$ cat src/inc/fdtr_pkg.sv
// constants, register map and carrier types for the fan threshold and ramp controller
// How it works
// three 8-bit hard-limit registers, reset to the 100 degree code 0xA4.
// hysteresis nibbles: remote1 7:4, local 3:0, remote2 7:4 of second register.
// hysteresis 1..15 degrees; zero disables it, software should avoid zero.
// three 8-bit operating-point registers, one degree steps, reset 0xA4.
// threshold unchanged while temperature is below operating point minus hysteresis.
// above that, threshold drops each cycle; one degree rise drops two, scaled by rate.
// adjusted threshold never exceeds the channel's high limit.
// threshold rises only if above it, below low, below high and operating point.
// threshold is never raised above the operating point.
// dynamic control enable bits 5, 6, 7; zero keeps the programmed threshold.
// output 1 ramp code bits 2:0 picks 1,2,3,5,8,12,24,48 slots.
// output 2 ramp code bits 6:4, output 3 bits 2:0 of second register.
// full 0..100 percent swing about 35 s at one slot, 0.8 s at 48.
// temperature at hard limit forces the associated fan to full duty.
// full-speed temp is threshold plus (255 - minimum) times range over 170.
// ramp enable bit 3 of first register, bits 7 and 3 of the second.
// each update steps the previous duty toward target and stores it back.
// a step larger than the remaining gap lands exactly on the target.
package fdtr_pkg;

  // register indices; byte address is four times the index
  localparam logic [7:0] IDX_R1_OP = 8'h33;
  localparam logic [7:0] IDX_LO_OP = 8'h34;
  localparam logic [7:0] IDX_R2_OP = 8'h35;
  localparam logic [7:0] IDX_DYN_CTRL = 8'h36;
  localparam logic [7:0] IDX_OUT1_RAMP_RATE_1 = 8'h62;
  localparam logic [7:0] IDX_OUT1_RAMP_RATE_2 = 8'h63;
  localparam logic [7:0] IDX_R1_HARD = 8'h6A;
  localparam logic [7:0] IDX_LO_HARD = 8'h6B;
  localparam logic [7:0] IDX_R2_HARD = 8'h6C;
  localparam logic [7:0] IDX_HYST_1 = 8'h6D;
  localparam logic [7:0] IDX_HYST_2 = 8'h6E;
  // per-channel blocks of three, base index + channel; range and rate are single registers
  localparam logic [7:0] IDX_TMIN_BASE = 8'h80;
  localparam logic [7:0] IDX_LOW_BASE = 8'h83;
  localparam logic [7:0] IDX_HIGH_BASE = 8'h86;
  localparam logic [7:0] IDX_PMIN_BASE = 8'h89;
  localparam logic [7:0] IDX_RANGE = 8'h8C;
  localparam logic [7:0] IDX_DYN_RATE = 8'h8D;
  localparam logic [7:0] IDX_THR_BASE = 8'h90;
  localparam logic [7:0] IDX_DUTY_BASE = 8'h93;

  // reset values
  localparam logic [7:0] RST_OP = 8'hA4;
  localparam logic [7:0] RST_HARD = 8'hA4;
  localparam logic [3:0] RST_HYST = 4'h4;
  localparam logic [7:0] RST_CTRL = 8'h00;
  localparam logic [7:0] RST_TMIN = 8'h5A;
  localparam logic [7:0] RST_LOW = 8'h50;
  localparam logic [7:0] RST_HIGH = 8'h6E;
  localparam logic [7:0] RST_PMIN = 8'h80;
  localparam logic [7:0] RST_RANGE = 8'h20;

  // field positions
  localparam int DYN_EN_LSB = 5;
  localparam int RAMP_EN_BIT_LO = 3;
  localparam int RAMP_EN_BIT_HI = 7;
  localparam int RATE_LO_LSB = 0;
  localparam int RATE_HI_LSB = 4;

  // duty arithmetic
  localparam logic [7:0] DUTY_FULL = 8'hFF;
  localparam logic [15:0] SLOPE_NUM = 16'h00AA;

  // ramp timing: 255 one-slot steps span the full swing
  localparam longint unsigned CLK_HZ = 64'd200000000;
  localparam longint unsigned RAMP_SWING_MS = 64'd35000;
  localparam longint unsigned DUTY_SLOTS = 64'd255;
  localparam longint unsigned RAMP_STEP_CYCLES_DEF =
    (CLK_HZ / 64'd1000) * RAMP_SWING_MS / DUTY_SLOTS;
  localparam int TICK_W = 25;

  // apb phase
  typedef enum logic {FDTR_IDLE = 1'b0, FDTR_ACCESS = 1'b1} fdtr_phase_t;

  typedef struct packed {
    logic [2:0][7:0] temp;
  } fdtr_temps_t;

  typedef struct packed {
    logic [2:0][7:0] duty;
  } fdtr_duty_t;

  typedef struct packed {
    fdtr_phase_t ph;
    logic pready;
    logic pslverr;
    logic [31:0] prdata;
    logic [2:0][7:0] op;
    logic [2:0][7:0] hard;
    logic [2:0][3:0] hyst;
    logic [7:0] dyn_ctrl;
    logic [7:0] acou1;
    logic [7:0] out2_ramp_rate;
    logic [2:0][7:0] tmin;
    logic [2:0][7:0] low;
    logic [2:0][7:0] high;
    logic [2:0][7:0] pmin;
    logic [7:0] range;
    logic [7:0] rate;
    logic [2:0][7:0] thr;
    logic [2:0][7:0] last;
    logic [2:0][7:0] duty;
    logic [TICK_W-1:0] tick_cnt;
  } fdtr_state_t;

endpackage
$ cat src/hdl/fdtr_ctrl.sv
// dynamic fan-on threshold and ramp-limited duty controller with apb register file
//
// The APB register port was decided locally.
`timescale 1ns/1ps
module fdtr_ctrl #(
  parameter int unsigned RAMP_STEP_CYCLES = 32'(fdtr_pkg::RAMP_STEP_CYCLES_DEF)
) (
  // clock and reset
  input wire logic core_clk,
  input wire logic rstn,
  // apb slave
  input wire logic psel,
  input wire logic penable,
  input wire logic pwrite,
  input wire logic [31:0] paddr,
  input wire logic [31:0] pwdata,
  output logic [31:0] prdata,
  output logic pready,
  output logic pslverr,
  // temperature readings from the monitor, same clock
  input wire fdtr_pkg::fdtr_temps_t temps,
  input wire logic temp_valid,
  // duty targets to fan_out_1..3 drivers
  output fdtr_pkg::fdtr_duty_t fan_duty
);
  import fdtr_pkg::*;

  fdtr_state_t st_reg;
  fdtr_state_t st_next;
  logic [1:0] rst_sync_reg;
  logic rst_n_int;

  // reset released through two flops so all state leaves reset on one edge
  always_ff @(posedge core_clk or negedge rstn) begin
    if (!rstn) begin
      rst_sync_reg <= 2'b00;
    end else begin
      rst_sync_reg <= {rst_sync_reg[0], 1'b1};
    end
  end
  assign rst_n_int = rst_sync_reg[1];

  // ramp code to step size in time slots
  function automatic logic [7:0] step_of(input logic [2:0] code);
    case (code)
      3'h0: step_of = 8'h01;
      3'h1: step_of = 8'h02;
      3'h2: step_of = 8'h03;
      3'h3: step_of = 8'h05;
      3'h4: step_of = 8'h08;
      3'h5: step_of = 8'h0C;
      3'h6: step_of = 8'h18;
      default: step_of = 8'h30;
    endcase
  endfunction

  // duty from temperature along the programmed slope
  function automatic logic [7:0] calc_duty(input logic [7:0] t, input logic [7:0] thr,
                                           input logic [7:0] pmin, input logic [7:0] rng,
                                           input logic [7:0] hard);
    logic [15:0] rise;
    logic [15:0] sum;
    rise = 16'h0000;
    sum = 16'h0000;
    if (t >= hard) begin
      calc_duty = DUTY_FULL;
    end else if (t < thr) begin
      calc_duty = 8'h00;
    end else if (rng == 8'h00) begin
      calc_duty = DUTY_FULL;
    end else begin
      // slope of 170 duty codes per range degrees gives the full-speed point
      rise = ({8'h00, t} - {8'h00, thr}) * SLOPE_NUM / {8'h00, rng};
      sum = rise + {8'h00, pmin};
      calc_duty = (sum > {8'h00, DUTY_FULL}) ? DUTY_FULL : sum[7:0];
    end
  endfunction

  // one ramp step toward the target, never past it
  function automatic logic [7:0] ramp_step(input logic [7:0] prev, input logic [7:0] tgt,
                                           input logic [7:0] step);
    if (tgt > prev) begin
      ramp_step = ((tgt - prev) < step) ? tgt : prev + step;
    end else if (tgt < prev) begin
      ramp_step = ((prev - tgt) < step) ? tgt : prev - step;
    end else begin
      ramp_step = prev;
    end
  endfunction

  // register read mux; unknown indices read zero and are flagged by the caller
  function automatic logic [7:0] rd_reg(input fdtr_state_t s, input logic [7:0] idx);
    rd_reg = 8'h00;
    case (idx)
      IDX_R1_OP: rd_reg = s.op[0];
      IDX_LO_OP: rd_reg = s.op[1];
      IDX_R2_OP: rd_reg = s.op[2];
      IDX_DYN_CTRL: rd_reg = s.dyn_ctrl;
      IDX_OUT1_RAMP_RATE_1: rd_reg = s.acou1;
      IDX_OUT1_RAMP_RATE_2: rd_reg = s.out2_ramp_rate;
      IDX_R1_HARD: rd_reg = s.hard[0];
      IDX_LO_HARD: rd_reg = s.hard[1];
      IDX_R2_HARD: rd_reg = s.hard[2];
      IDX_HYST_1: rd_reg = {s.hyst[0], s.hyst[1]};
      IDX_HYST_2: rd_reg = {s.hyst[2], 4'h0};
      IDX_RANGE: rd_reg = s.range;
      IDX_DYN_RATE: rd_reg = s.rate;
      default: begin
        for (int c = 0; c < 3; c++) begin
          if (idx == IDX_TMIN_BASE + 8'(c)) rd_reg = s.tmin[c];
          if (idx == IDX_LOW_BASE + 8'(c)) rd_reg = s.low[c];
          if (idx == IDX_HIGH_BASE + 8'(c)) rd_reg = s.high[c];
          if (idx == IDX_PMIN_BASE + 8'(c)) rd_reg = s.pmin[c];
          if (idx == IDX_THR_BASE + 8'(c)) rd_reg = s.thr[c];
          if (idx == IDX_DUTY_BASE + 8'(c)) rd_reg = s.duty[c];
        end
      end
    endcase
  endfunction

  // address decode shared by read and write paths
  function automatic logic is_mapped(input logic [7:0] idx);
    is_mapped = (idx >= IDX_R1_OP && idx <= IDX_DYN_CTRL) ||
                (idx == IDX_OUT1_RAMP_RATE_1) || (idx == IDX_OUT1_RAMP_RATE_2) ||
                (idx >= IDX_R1_HARD && idx <= IDX_HYST_2) ||
                (idx >= IDX_TMIN_BASE && idx <= IDX_DYN_RATE) ||
                (idx >= IDX_THR_BASE && idx <= IDX_DUTY_BASE + 8'h02);
  endfunction

  logic [7:0] bus_idx;
  logic bus_ok;
  logic tick;
  logic [2:0] ramp_en;
  logic [2:0][2:0] ramp_code;
  logic [2:0][7:0] target;
  logic [2:0][7:0] op_low;
  logic [2:0][15:0] drop;
  logic [2:0][7:0] new_thr;

  assign bus_idx = paddr[9:2];
  assign bus_ok = is_mapped(bus_idx) && (paddr[1:0] == 2'b00) && (paddr[31:10] == 22'h000000);
  assign tick = (st_reg.tick_cnt == TICK_W'(RAMP_STEP_CYCLES - 1));
  assign ramp_en = {st_reg.out2_ramp_rate[RAMP_EN_BIT_LO], st_reg.out2_ramp_rate[RAMP_EN_BIT_HI],
                    st_reg.acou1[RAMP_EN_BIT_LO]};
  assign ramp_code[0] = st_reg.acou1[RATE_LO_LSB +: 3];
  assign ramp_code[1] = st_reg.out2_ramp_rate[RATE_HI_LSB +: 3];
  assign ramp_code[2] = st_reg.out2_ramp_rate[RATE_LO_LSB +: 3];

  // per channel: threshold arithmetic and duty target; out n follows channel n
  for (genvar c = 0; c < 3; c++) begin : g_chan
    logic [7:0] rise;
    // zero hysteresis simply removes the margin below the operating point
    assign op_low[c] = (st_reg.op[c] > {4'h0, st_reg.hyst[c]}) ?
                       st_reg.op[c] - {4'h0, st_reg.hyst[c]} : 8'h00;
    assign rise = (temps.temp[c] > st_reg.last[c]) ? temps.temp[c] - st_reg.last[c] : 8'h00;
    // one degree of rise gives two degrees of drop at rate zero, doubling per rate step
    assign drop[c] = ({8'h00, rise} << 1) << st_reg.rate[1:0];
    always_comb begin
      new_thr[c] = st_reg.thr[c];
      if (temps.temp[c] > op_low[c]) begin
        new_thr[c] = ({8'h00, st_reg.thr[c]} > drop[c]) ?
                     st_reg.thr[c] - drop[c][7:0] : 8'h00;
      end else if (temps.temp[c] > st_reg.thr[c] && temps.temp[c] < st_reg.low[c] &&
                   st_reg.thr[c] < st_reg.high[c] && st_reg.thr[c] < st_reg.op[c]) begin
        new_thr[c] = st_reg.thr[c] + 8'h01;
      end
      // below op - hyst and outside the rise window the threshold holds
      if (new_thr[c] > st_reg.high[c]) begin
        new_thr[c] = st_reg.high[c];
      end
    end
    assign target[c] = calc_duty(temps.temp[c], st_reg.thr[c], st_reg.pmin[c],
                                 st_reg.range, st_reg.hard[c]);
  end

  // next-state logic: bus slave, threshold tracking, ramp limiter
  always_comb begin
    st_next = st_reg;
    // apb: answer one cycle after setup, write lands on the completing edge
    case (st_reg.ph)
      FDTR_IDLE: begin
        st_next.pready = 1'b0;
        st_next.pslverr = 1'b0;
        if (psel && !penable) begin
          st_next.ph = FDTR_ACCESS;
          st_next.pready = 1'b1;
          st_next.pslverr = !bus_ok;
          st_next.prdata = (!pwrite && bus_ok) ? {24'h000000, rd_reg(st_reg, bus_idx)} :
                           32'h00000000;
        end
      end
      FDTR_ACCESS: begin
        // read data stands for the access cycle only, so idle reads show zero
        st_next.ph = FDTR_IDLE;
        st_next.pready = 1'b0;
        st_next.pslverr = 1'b0;
        st_next.prdata = 32'h00000000;
      end
      default: begin
        st_next.ph = FDTR_IDLE;
        st_next.pready = 1'b0;
        st_next.pslverr = 1'b0;
        st_next.prdata = 32'h00000000;
      end
    endcase

    // monitoring cycle: threshold update per enabled channel, reload from tmin per disabled one
    if (temp_valid) begin
      for (int c = 0; c < 3; c++) begin
        if (st_reg.dyn_ctrl[DYN_EN_LSB + c]) begin
          st_next.thr[c] = new_thr[c];
        end else begin
          st_next.thr[c] = st_reg.tmin[c];
        end
        st_next.last[c] = temps.temp[c];
      end
    end

    // ramp tick counter sets the 35 s full-swing pace at one slot per step
    st_next.tick_cnt = tick ? '0 : st_reg.tick_cnt + TICK_W'(1);
    for (int c = 0; c < 3; c++) begin
      if (temps.temp[c] >= st_reg.hard[c]) begin
        // fail-safe: hard limit bypasses the ramp limiter
        st_next.duty[c] = DUTY_FULL;
      end else if (!ramp_en[c]) begin
        st_next.duty[c] = target[c];
      end else if (tick) begin
        st_next.duty[c] = ramp_step(st_reg.duty[c], target[c],
                                    step_of(ramp_code[c]));
      end
    end

    // register writes, applied at the access edge; read-only indices ignore data
    if (st_reg.ph == FDTR_ACCESS && psel && penable && pwrite && bus_ok) begin
      case (bus_idx)
        IDX_R1_OP: st_next.op[0] = pwdata[7:0];
        IDX_LO_OP: st_next.op[1] = pwdata[7:0];
        IDX_R2_OP: st_next.op[2] = pwdata[7:0];
        IDX_DYN_CTRL: st_next.dyn_ctrl = pwdata[7:0];
        IDX_OUT1_RAMP_RATE_1: st_next.acou1 = pwdata[7:0];
        IDX_OUT1_RAMP_RATE_2: st_next.out2_ramp_rate = pwdata[7:0];
        IDX_R1_HARD: st_next.hard[0] = pwdata[7:0];
        IDX_LO_HARD: st_next.hard[1] = pwdata[7:0];
        IDX_R2_HARD: st_next.hard[2] = pwdata[7:0];
        IDX_HYST_1: begin
          st_next.hyst[0] = pwdata[7:4];
          st_next.hyst[1] = pwdata[3:0];
        end
        IDX_HYST_2: st_next.hyst[2] = pwdata[7:4];
        IDX_RANGE: st_next.range = pwdata[7:0];
        IDX_DYN_RATE: st_next.rate = pwdata[7:0];
        default: begin
          for (int c = 0; c < 3; c++) begin
            if (bus_idx == IDX_TMIN_BASE + 8'(c)) begin
              st_next.tmin[c] = pwdata[7:0];
              st_next.thr[c] = pwdata[7:0]; // programmed value restarts tracking
            end
            if (bus_idx == IDX_LOW_BASE + 8'(c)) st_next.low[c] = pwdata[7:0];
            if (bus_idx == IDX_HIGH_BASE + 8'(c)) st_next.high[c] = pwdata[7:0];
            if (bus_idx == IDX_PMIN_BASE + 8'(c)) st_next.pmin[c] = pwdata[7:0];
          end
        end
      endcase
    end
  end

  // state register; reset values are all constants
  always_ff @(posedge core_clk or negedge rst_n_int) begin
    if (!rst_n_int) begin
      st_reg.ph <= FDTR_IDLE;
      st_reg.pready <= 1'b0;
      st_reg.pslverr <= 1'b0;
      st_reg.prdata <= 32'h00000000;
      st_reg.op <= {3{RST_OP}};
      st_reg.hard <= {3{RST_HARD}};
      st_reg.hyst <= {3{RST_HYST}};
      st_reg.dyn_ctrl <= RST_CTRL;
      st_reg.acou1 <= RST_CTRL;
      st_reg.out2_ramp_rate <= RST_CTRL;
      st_reg.tmin <= {3{RST_TMIN}};
      st_reg.low <= {3{RST_LOW}};
      st_reg.high <= {3{RST_HIGH}};
      st_reg.pmin <= {3{RST_PMIN}};
      st_reg.range <= RST_RANGE;
      st_reg.rate <= RST_CTRL;
      st_reg.thr <= {3{RST_TMIN}};
      st_reg.last <= '0;
      st_reg.duty <= '0;
      st_reg.tick_cnt <= '0;
    end else begin
      st_reg <= st_next;
    end
  end

  // outputs straight from the state flops
  assign prdata = st_reg.prdata;
  assign pready = st_reg.pready;
  assign pslverr = st_reg.pslverr;
  assign fan_duty.duty = st_reg.duty;

endmodule

$ cat config.mk
export PLATFORM = sky130hd
export DESIGN_NAME = fdtr_ctrl
export DESIGN_NICKNAME = d
export VERILOG_FILES = /design/src/inc/fdtr_pkg.sv /design/src/hdl/fdtr_ctrl.sv
export SDC_FILE = /design/constraint.sdc
export NUM_CORES = 2
export LEC_CHECK = 0
export ABC_AREA = 1
export ABC_CLOCK_PERIOD_IN_PS = 23800
export BUFFER_PORTS_ARGS = -buffer_cell sky130_fd_sc_hd__buf_2
export CAP_MARGIN = 40
export CORE_MARGIN = 2
export CORE_UTILIZATION = 65
export DETAILED_ROUTE_END_ITERATION = 8
export GPL_TIMING_DRIVEN = 1
export PLACE_DENSITY = 0.88
export SKIP_CTS_REPAIR_TIMING = 1
export SLEW_MARGIN = 20
export SYNTH_ARGS = -nofsm -noshare
export SYNTH_HDL_FRONTEND = slang
export SYNTH_SLANG_ARGS = --single-unit
$ cat constraint.sdc
create_clock -name core_clk -period 23.8 [get_ports core_clk]
set_input_delay 1.19 -clock core_clk [delete_from_list [all_inputs] [get_ports core_clk]]
set_output_delay 1.19 -clock core_clk [all_outputs]
set_load 0.03 [all_outputs]
==> flow_summary.ini, run 1 <==
[synthesis]
synth_cell_types = 72
ys_ff_latch = 305
netlist_area_um2 = 47300
ys_seq_area_share_pct = 16.32
async_reset_ff_share_pct = 100.0
yosysWarningCount = 0
syn_area_per_cell_um2 = 6.770
synth_edf_count = 0
netlist_instances = 6986
synth_flop_cell = dfrtp_1

[cts]
clk_path_buf_depth = 3
clock-root-buffer = clkbuf_16
cts_sinks = 305
cts_buffers = 30
htreeDepth = 1

[outcome]
status = aborted with a tool error
stop_stage = 5_1_grt
error = [ERROR GRT-0232] Routing congestion too high. Check the congestion heatmap in the GUI.

[die]
rows = 98
start_util_pct = 65.93
io_pins = 152
die_h_um = 273.7
die_x_um = 273.7

[grt]
gr-total-overflow = 104
grt_max_degree = 189
grt_usage_pct = 69.98

[placed_design]
dpl.hpwl_um = 149800
gp_congestion = 1.112
io_buffers = 103
[synthesized netlist by cell type (13+ instances only)]
master | number | area, µm²
nor2_4 | 14 | 157.7
o22ai_1 | 33 | 206.5
o21ai_2 | 13 | 113.9
a21oi_1 | 426 | 2132
o31ai_1 | 30 | 225.2
a22oi_1 | 15 | 112.6
nand2_2 | 48 | 300.3
a211oi_1 | 20 | 150.1
or2_2 | 51 | 319.1
dfstp_2 | 70 | 1839
a31oi_1 | 33 | 206.5
a221oi_1 | 33 | 289.0
nand3b_1 | 23 | 172.7
nand3_2 | 35 | 350.3
o21bai_1 | 70 | 525.5
nor4_1 | 25 | 156.4
dfrtp_1 | 235 | 5881
o21ai_0 | 692 | 3463
o211ai_1 | 36 | 270.3
nand2_1 | 1433 | 5379
buf_4 | 57 | 427.9
o221ai_1 | 26 | 227.7
nand2_4 | 20 | 225.2
xnor2_1 | 103 | 902.1
clkbuf_1 | 102 | 382.9
nor3_1 | 72 | 360.4
a21o_1 | 84 | 630.6
nor2_1 | 443 | 1663
nand3_1 | 311 | 1556
fa_1 | 66 | 1321
inv_2 | 28 | 105.1
ha_1 | 733 | 9171
nand4_1 | 74 | 462.9
xor2_1 | 215 | 1883
o2111ai_1 | 16 | 140.1
inv_1 | 1098 | 4121
o21ai_1 | 49 | 245.2
[cells by family after synthesis]
group | count (synthesis) | share of synthesized area (%)
DFF | 305 | 16.32
other | 2 | 0.01588
and+or+nand+nor | 2595 | 24.24
muxes | 9 | 0.1905
adders and majority gates | 799 | 22.19
buffers and inverters | 1317 | 11.03
AOI/OAI and AO/OA | 1641 | 20.12
xor gates and xnor gates | 318 | 5.889
[through the flow]
stage / worst slack [ns] / std cells / instance area, µm² / utilization, % / hold slack (ns)
floorplan: -10.56 / 7009 / 48180 / - / 0.3312
global placement: -10.66 / 9204 / 58710 / 81.84 / 0.3362
detailed placement: -13.45 / 9216 / 58900 / 82.11 / 0.3347
CTS: -13.35 / 9272 / 59980 / 83.61 / 0.3493
[layer usage]
metal  track usage [%]  overflow
met5             34.98         0
met1             68.77         2
met3             56.55         4
met4             66.19        40
met2             87.00        58
==> run 2, diff against run 1 <==
CORE_UTILIZATION = 40   (was 65)
PLACE_DENSITY = default   (was 0.88)
PLACE_DENSITY_LB_ADDON = 0.15   (was default)
==> run 2 against run 1 <==
Effect of this change: area after synthesis is the same; the flow now finishes, with violations (setup timing); synthesized cell count is the same.
==> flow_summary.ini, run 2 <==
[layout]
final_cells = 10190
nets = 9522
largest_reg_flops = 258
drive_gt1_share_pct = 31.95
nFillCells = 11390
final_common_cell = buf_4
num_antenna_cells = 0
area_growth_pct = 40.06
final_cell_mix = buf_4, nand2_1, inv_1, ha_1, o21ai_0

[setup_path]
worstSetupEndpointType = register
startpoint_type = input port
worstSetupPathType = in2reg
rr_worst_depth = 266
r2r_slack_ns = -9.14
critPathMaxFanout = 8
crit_start = temps[16]
r2r_end = fan_duty[17]
required_ns = 24.30
cp_slowest_cell = fa_1
cp.arrival_ns = 33.81
cpMostUsedCell = nand2_2
slowest_delay_ns = 0.51
r2r-start = st_reg[92]

[synthesis]
netlist_area_um2 = 47300
synth_common_cells = nand2_1, inv_1, ha_1
synth_flop_cell = dfrtp_1
synth_area_leaders = ha_1, dfrtp_1, nand2_1
netlist_instances = 6986
synth.largest_area_cell = ha_1
synth_most_common_cell = nand2_1
synth_edf_count = 0
yosys.area.top_type_share_pct = 19.39
syn_area_per_cell_um2 = 6.770
ys_ff_latch = 305
yosysWarningCount = 0
ys_seq_area_share_pct = 16.32
async_reset_ff_share_pct = 100.0
synth_cell_types = 72

[grt]
grt_antenna_before_repair = 3
grt_usage_pct = 27.78
grt_pass1_vias = 48690
grt_max_degree = 60
grt_first_pass_wirelength_um = 268500
gr-total-overflow = 0

[cts]
cts_sinks = 305
tritoncts = yes
clock-root-buffer = clkbuf_16
clk_latency_ns = 0.58
cts_buffers = 36
path_clk_slew_ns = 0.07
clk_path_buf_depth = 3
htreeDepth = 2

[sta]
max_slew_margin_pct = 42.35
hold_violations = 0
tightest_slew_ns = 0.8638
setup_viol = 24
finalMaxSlewViolations = 0
fin_crit_ns = 33.31
clock_skew_ns = 0.01353
setup_ws_ns = -9.514
rsz0062_at_grt = true
fin_crit_sh_pct = 140.0
timing.fmax_mhz = 30.02

[die]
io_pins = 152
coreArea_um2 = 117600
die_area_um2 = 121000
die_h_um = 347.9
rows = 126
die_x_um = 347.9
start_util_pct = 40.21

[min_path]
holdCritStartpoint = rst_sync_reg[0]
min_to = rst_sync_reg[1]
hp-class = reg2reg
worstHoldPathCells = 0

[outcome]
violations = setup timing
status = finished, violations left

[placed_design]
dpl.hpwl_um = 141500
gp_congestion = 0.9652
io_buffers = 103
dpl.cell_count = 9922

[job]
drv_cap = 0

[drt]
routedWlPerCell_um = 17.43
drc = 0
via_per_inst = 5.151
drt.antenna.violating_nets = 0
first_pass_iters = 7
drt_first_iter_violations = 3523
routed_wl_um = 177600
num_vias = 52510
run 2: cell counts after synthesis:
No cell type changed its count.
run 2: area by class of cell:
class                           count  area [µm²]  area share (%)
Clock inverter                     22       256.5          0.3872
Tap cell                         1536        1922           2.901
Inverter                         1137        4397           6.637
Sequential cell                   305        7724           11.66
Timing Repair inverter              1       6.256        0.009444
Clock buffer                       44       982.2           1.483
Multi-Input combinational cell   5387       37690           56.89
Timing Repair Buffer             1761       13270           20.03
run 2: cells by family (layout without fill, tap and decap cells):
group	count (synthesis)	count (layout)	share of synthesized area [%]
other	2	25	0.01588
adder cells (fa/ha/maj)	799	799	22.19
flip-flops	305	305	16.32
AO/OA/AOI/OAI	1641	1641	20.12
XOR/XNOR	318	318	5.889
buffers and inverters	1317	2965	11.03
AND/OR/NAND/NOR	2595	2595	24.24
multiplexers	9	9	0.1905
run 2: metal layers:
metal  up-vias  track usage [%]  routed length [µm]
met4         0            8.234                6028
met1     24400            38.93               82370
met5         -                0                   0
li1      26550                -                   -
met3       288            2.105                8359
met2      1273            45.48               80860
run 2: stage by stage:
step / utilization (%) / hold WS (ns) / setup WS (ns) / TNS (ns) / cell area [µm²]
finish: 56.32 / 0.3483 / -9.514 / -223.77 / 66240
global route: 56.32 / 0.3526 / -11.78 / -277.48 / 66240
CTS: 52.51 / 0.3499 / -11.58 / -260.88 / 61750
detailed placement: 51.46 / 0.3347 / -12.04 / -271.25 / 60520
global placement: 51.33 / 0.3385 / -11.78 / -258.81 / 60360
floorplan: - / 0.3312 / -10.56 / -246.98 / 48180
run 2: worst max path at each step:
stage,end,depth (start not counted)
floorplan,fan_duty[13],273
global placement,fan_duty[9],265
detailed placement,fan_duty[13],260
CTS,fan_duty[13],263
global route,fan_duty[17],269
finish,fan_duty[17],269
run 2: worst max-delay path, delay by kind of cell:
kind,cells,cell delay (ns)
AOI/OAI and AO/OA,88,12.08
and+or+nand+nor,107,9.01
adders and majority gates,27,7.89
buffers and inverters,46,3.29
xor gates and xnor gates,1,0.22
Power of run 2 is left out: the tool's default activity adds up to more than one toggle a clock period on the data nets, which glitch-free logic cannot reach.
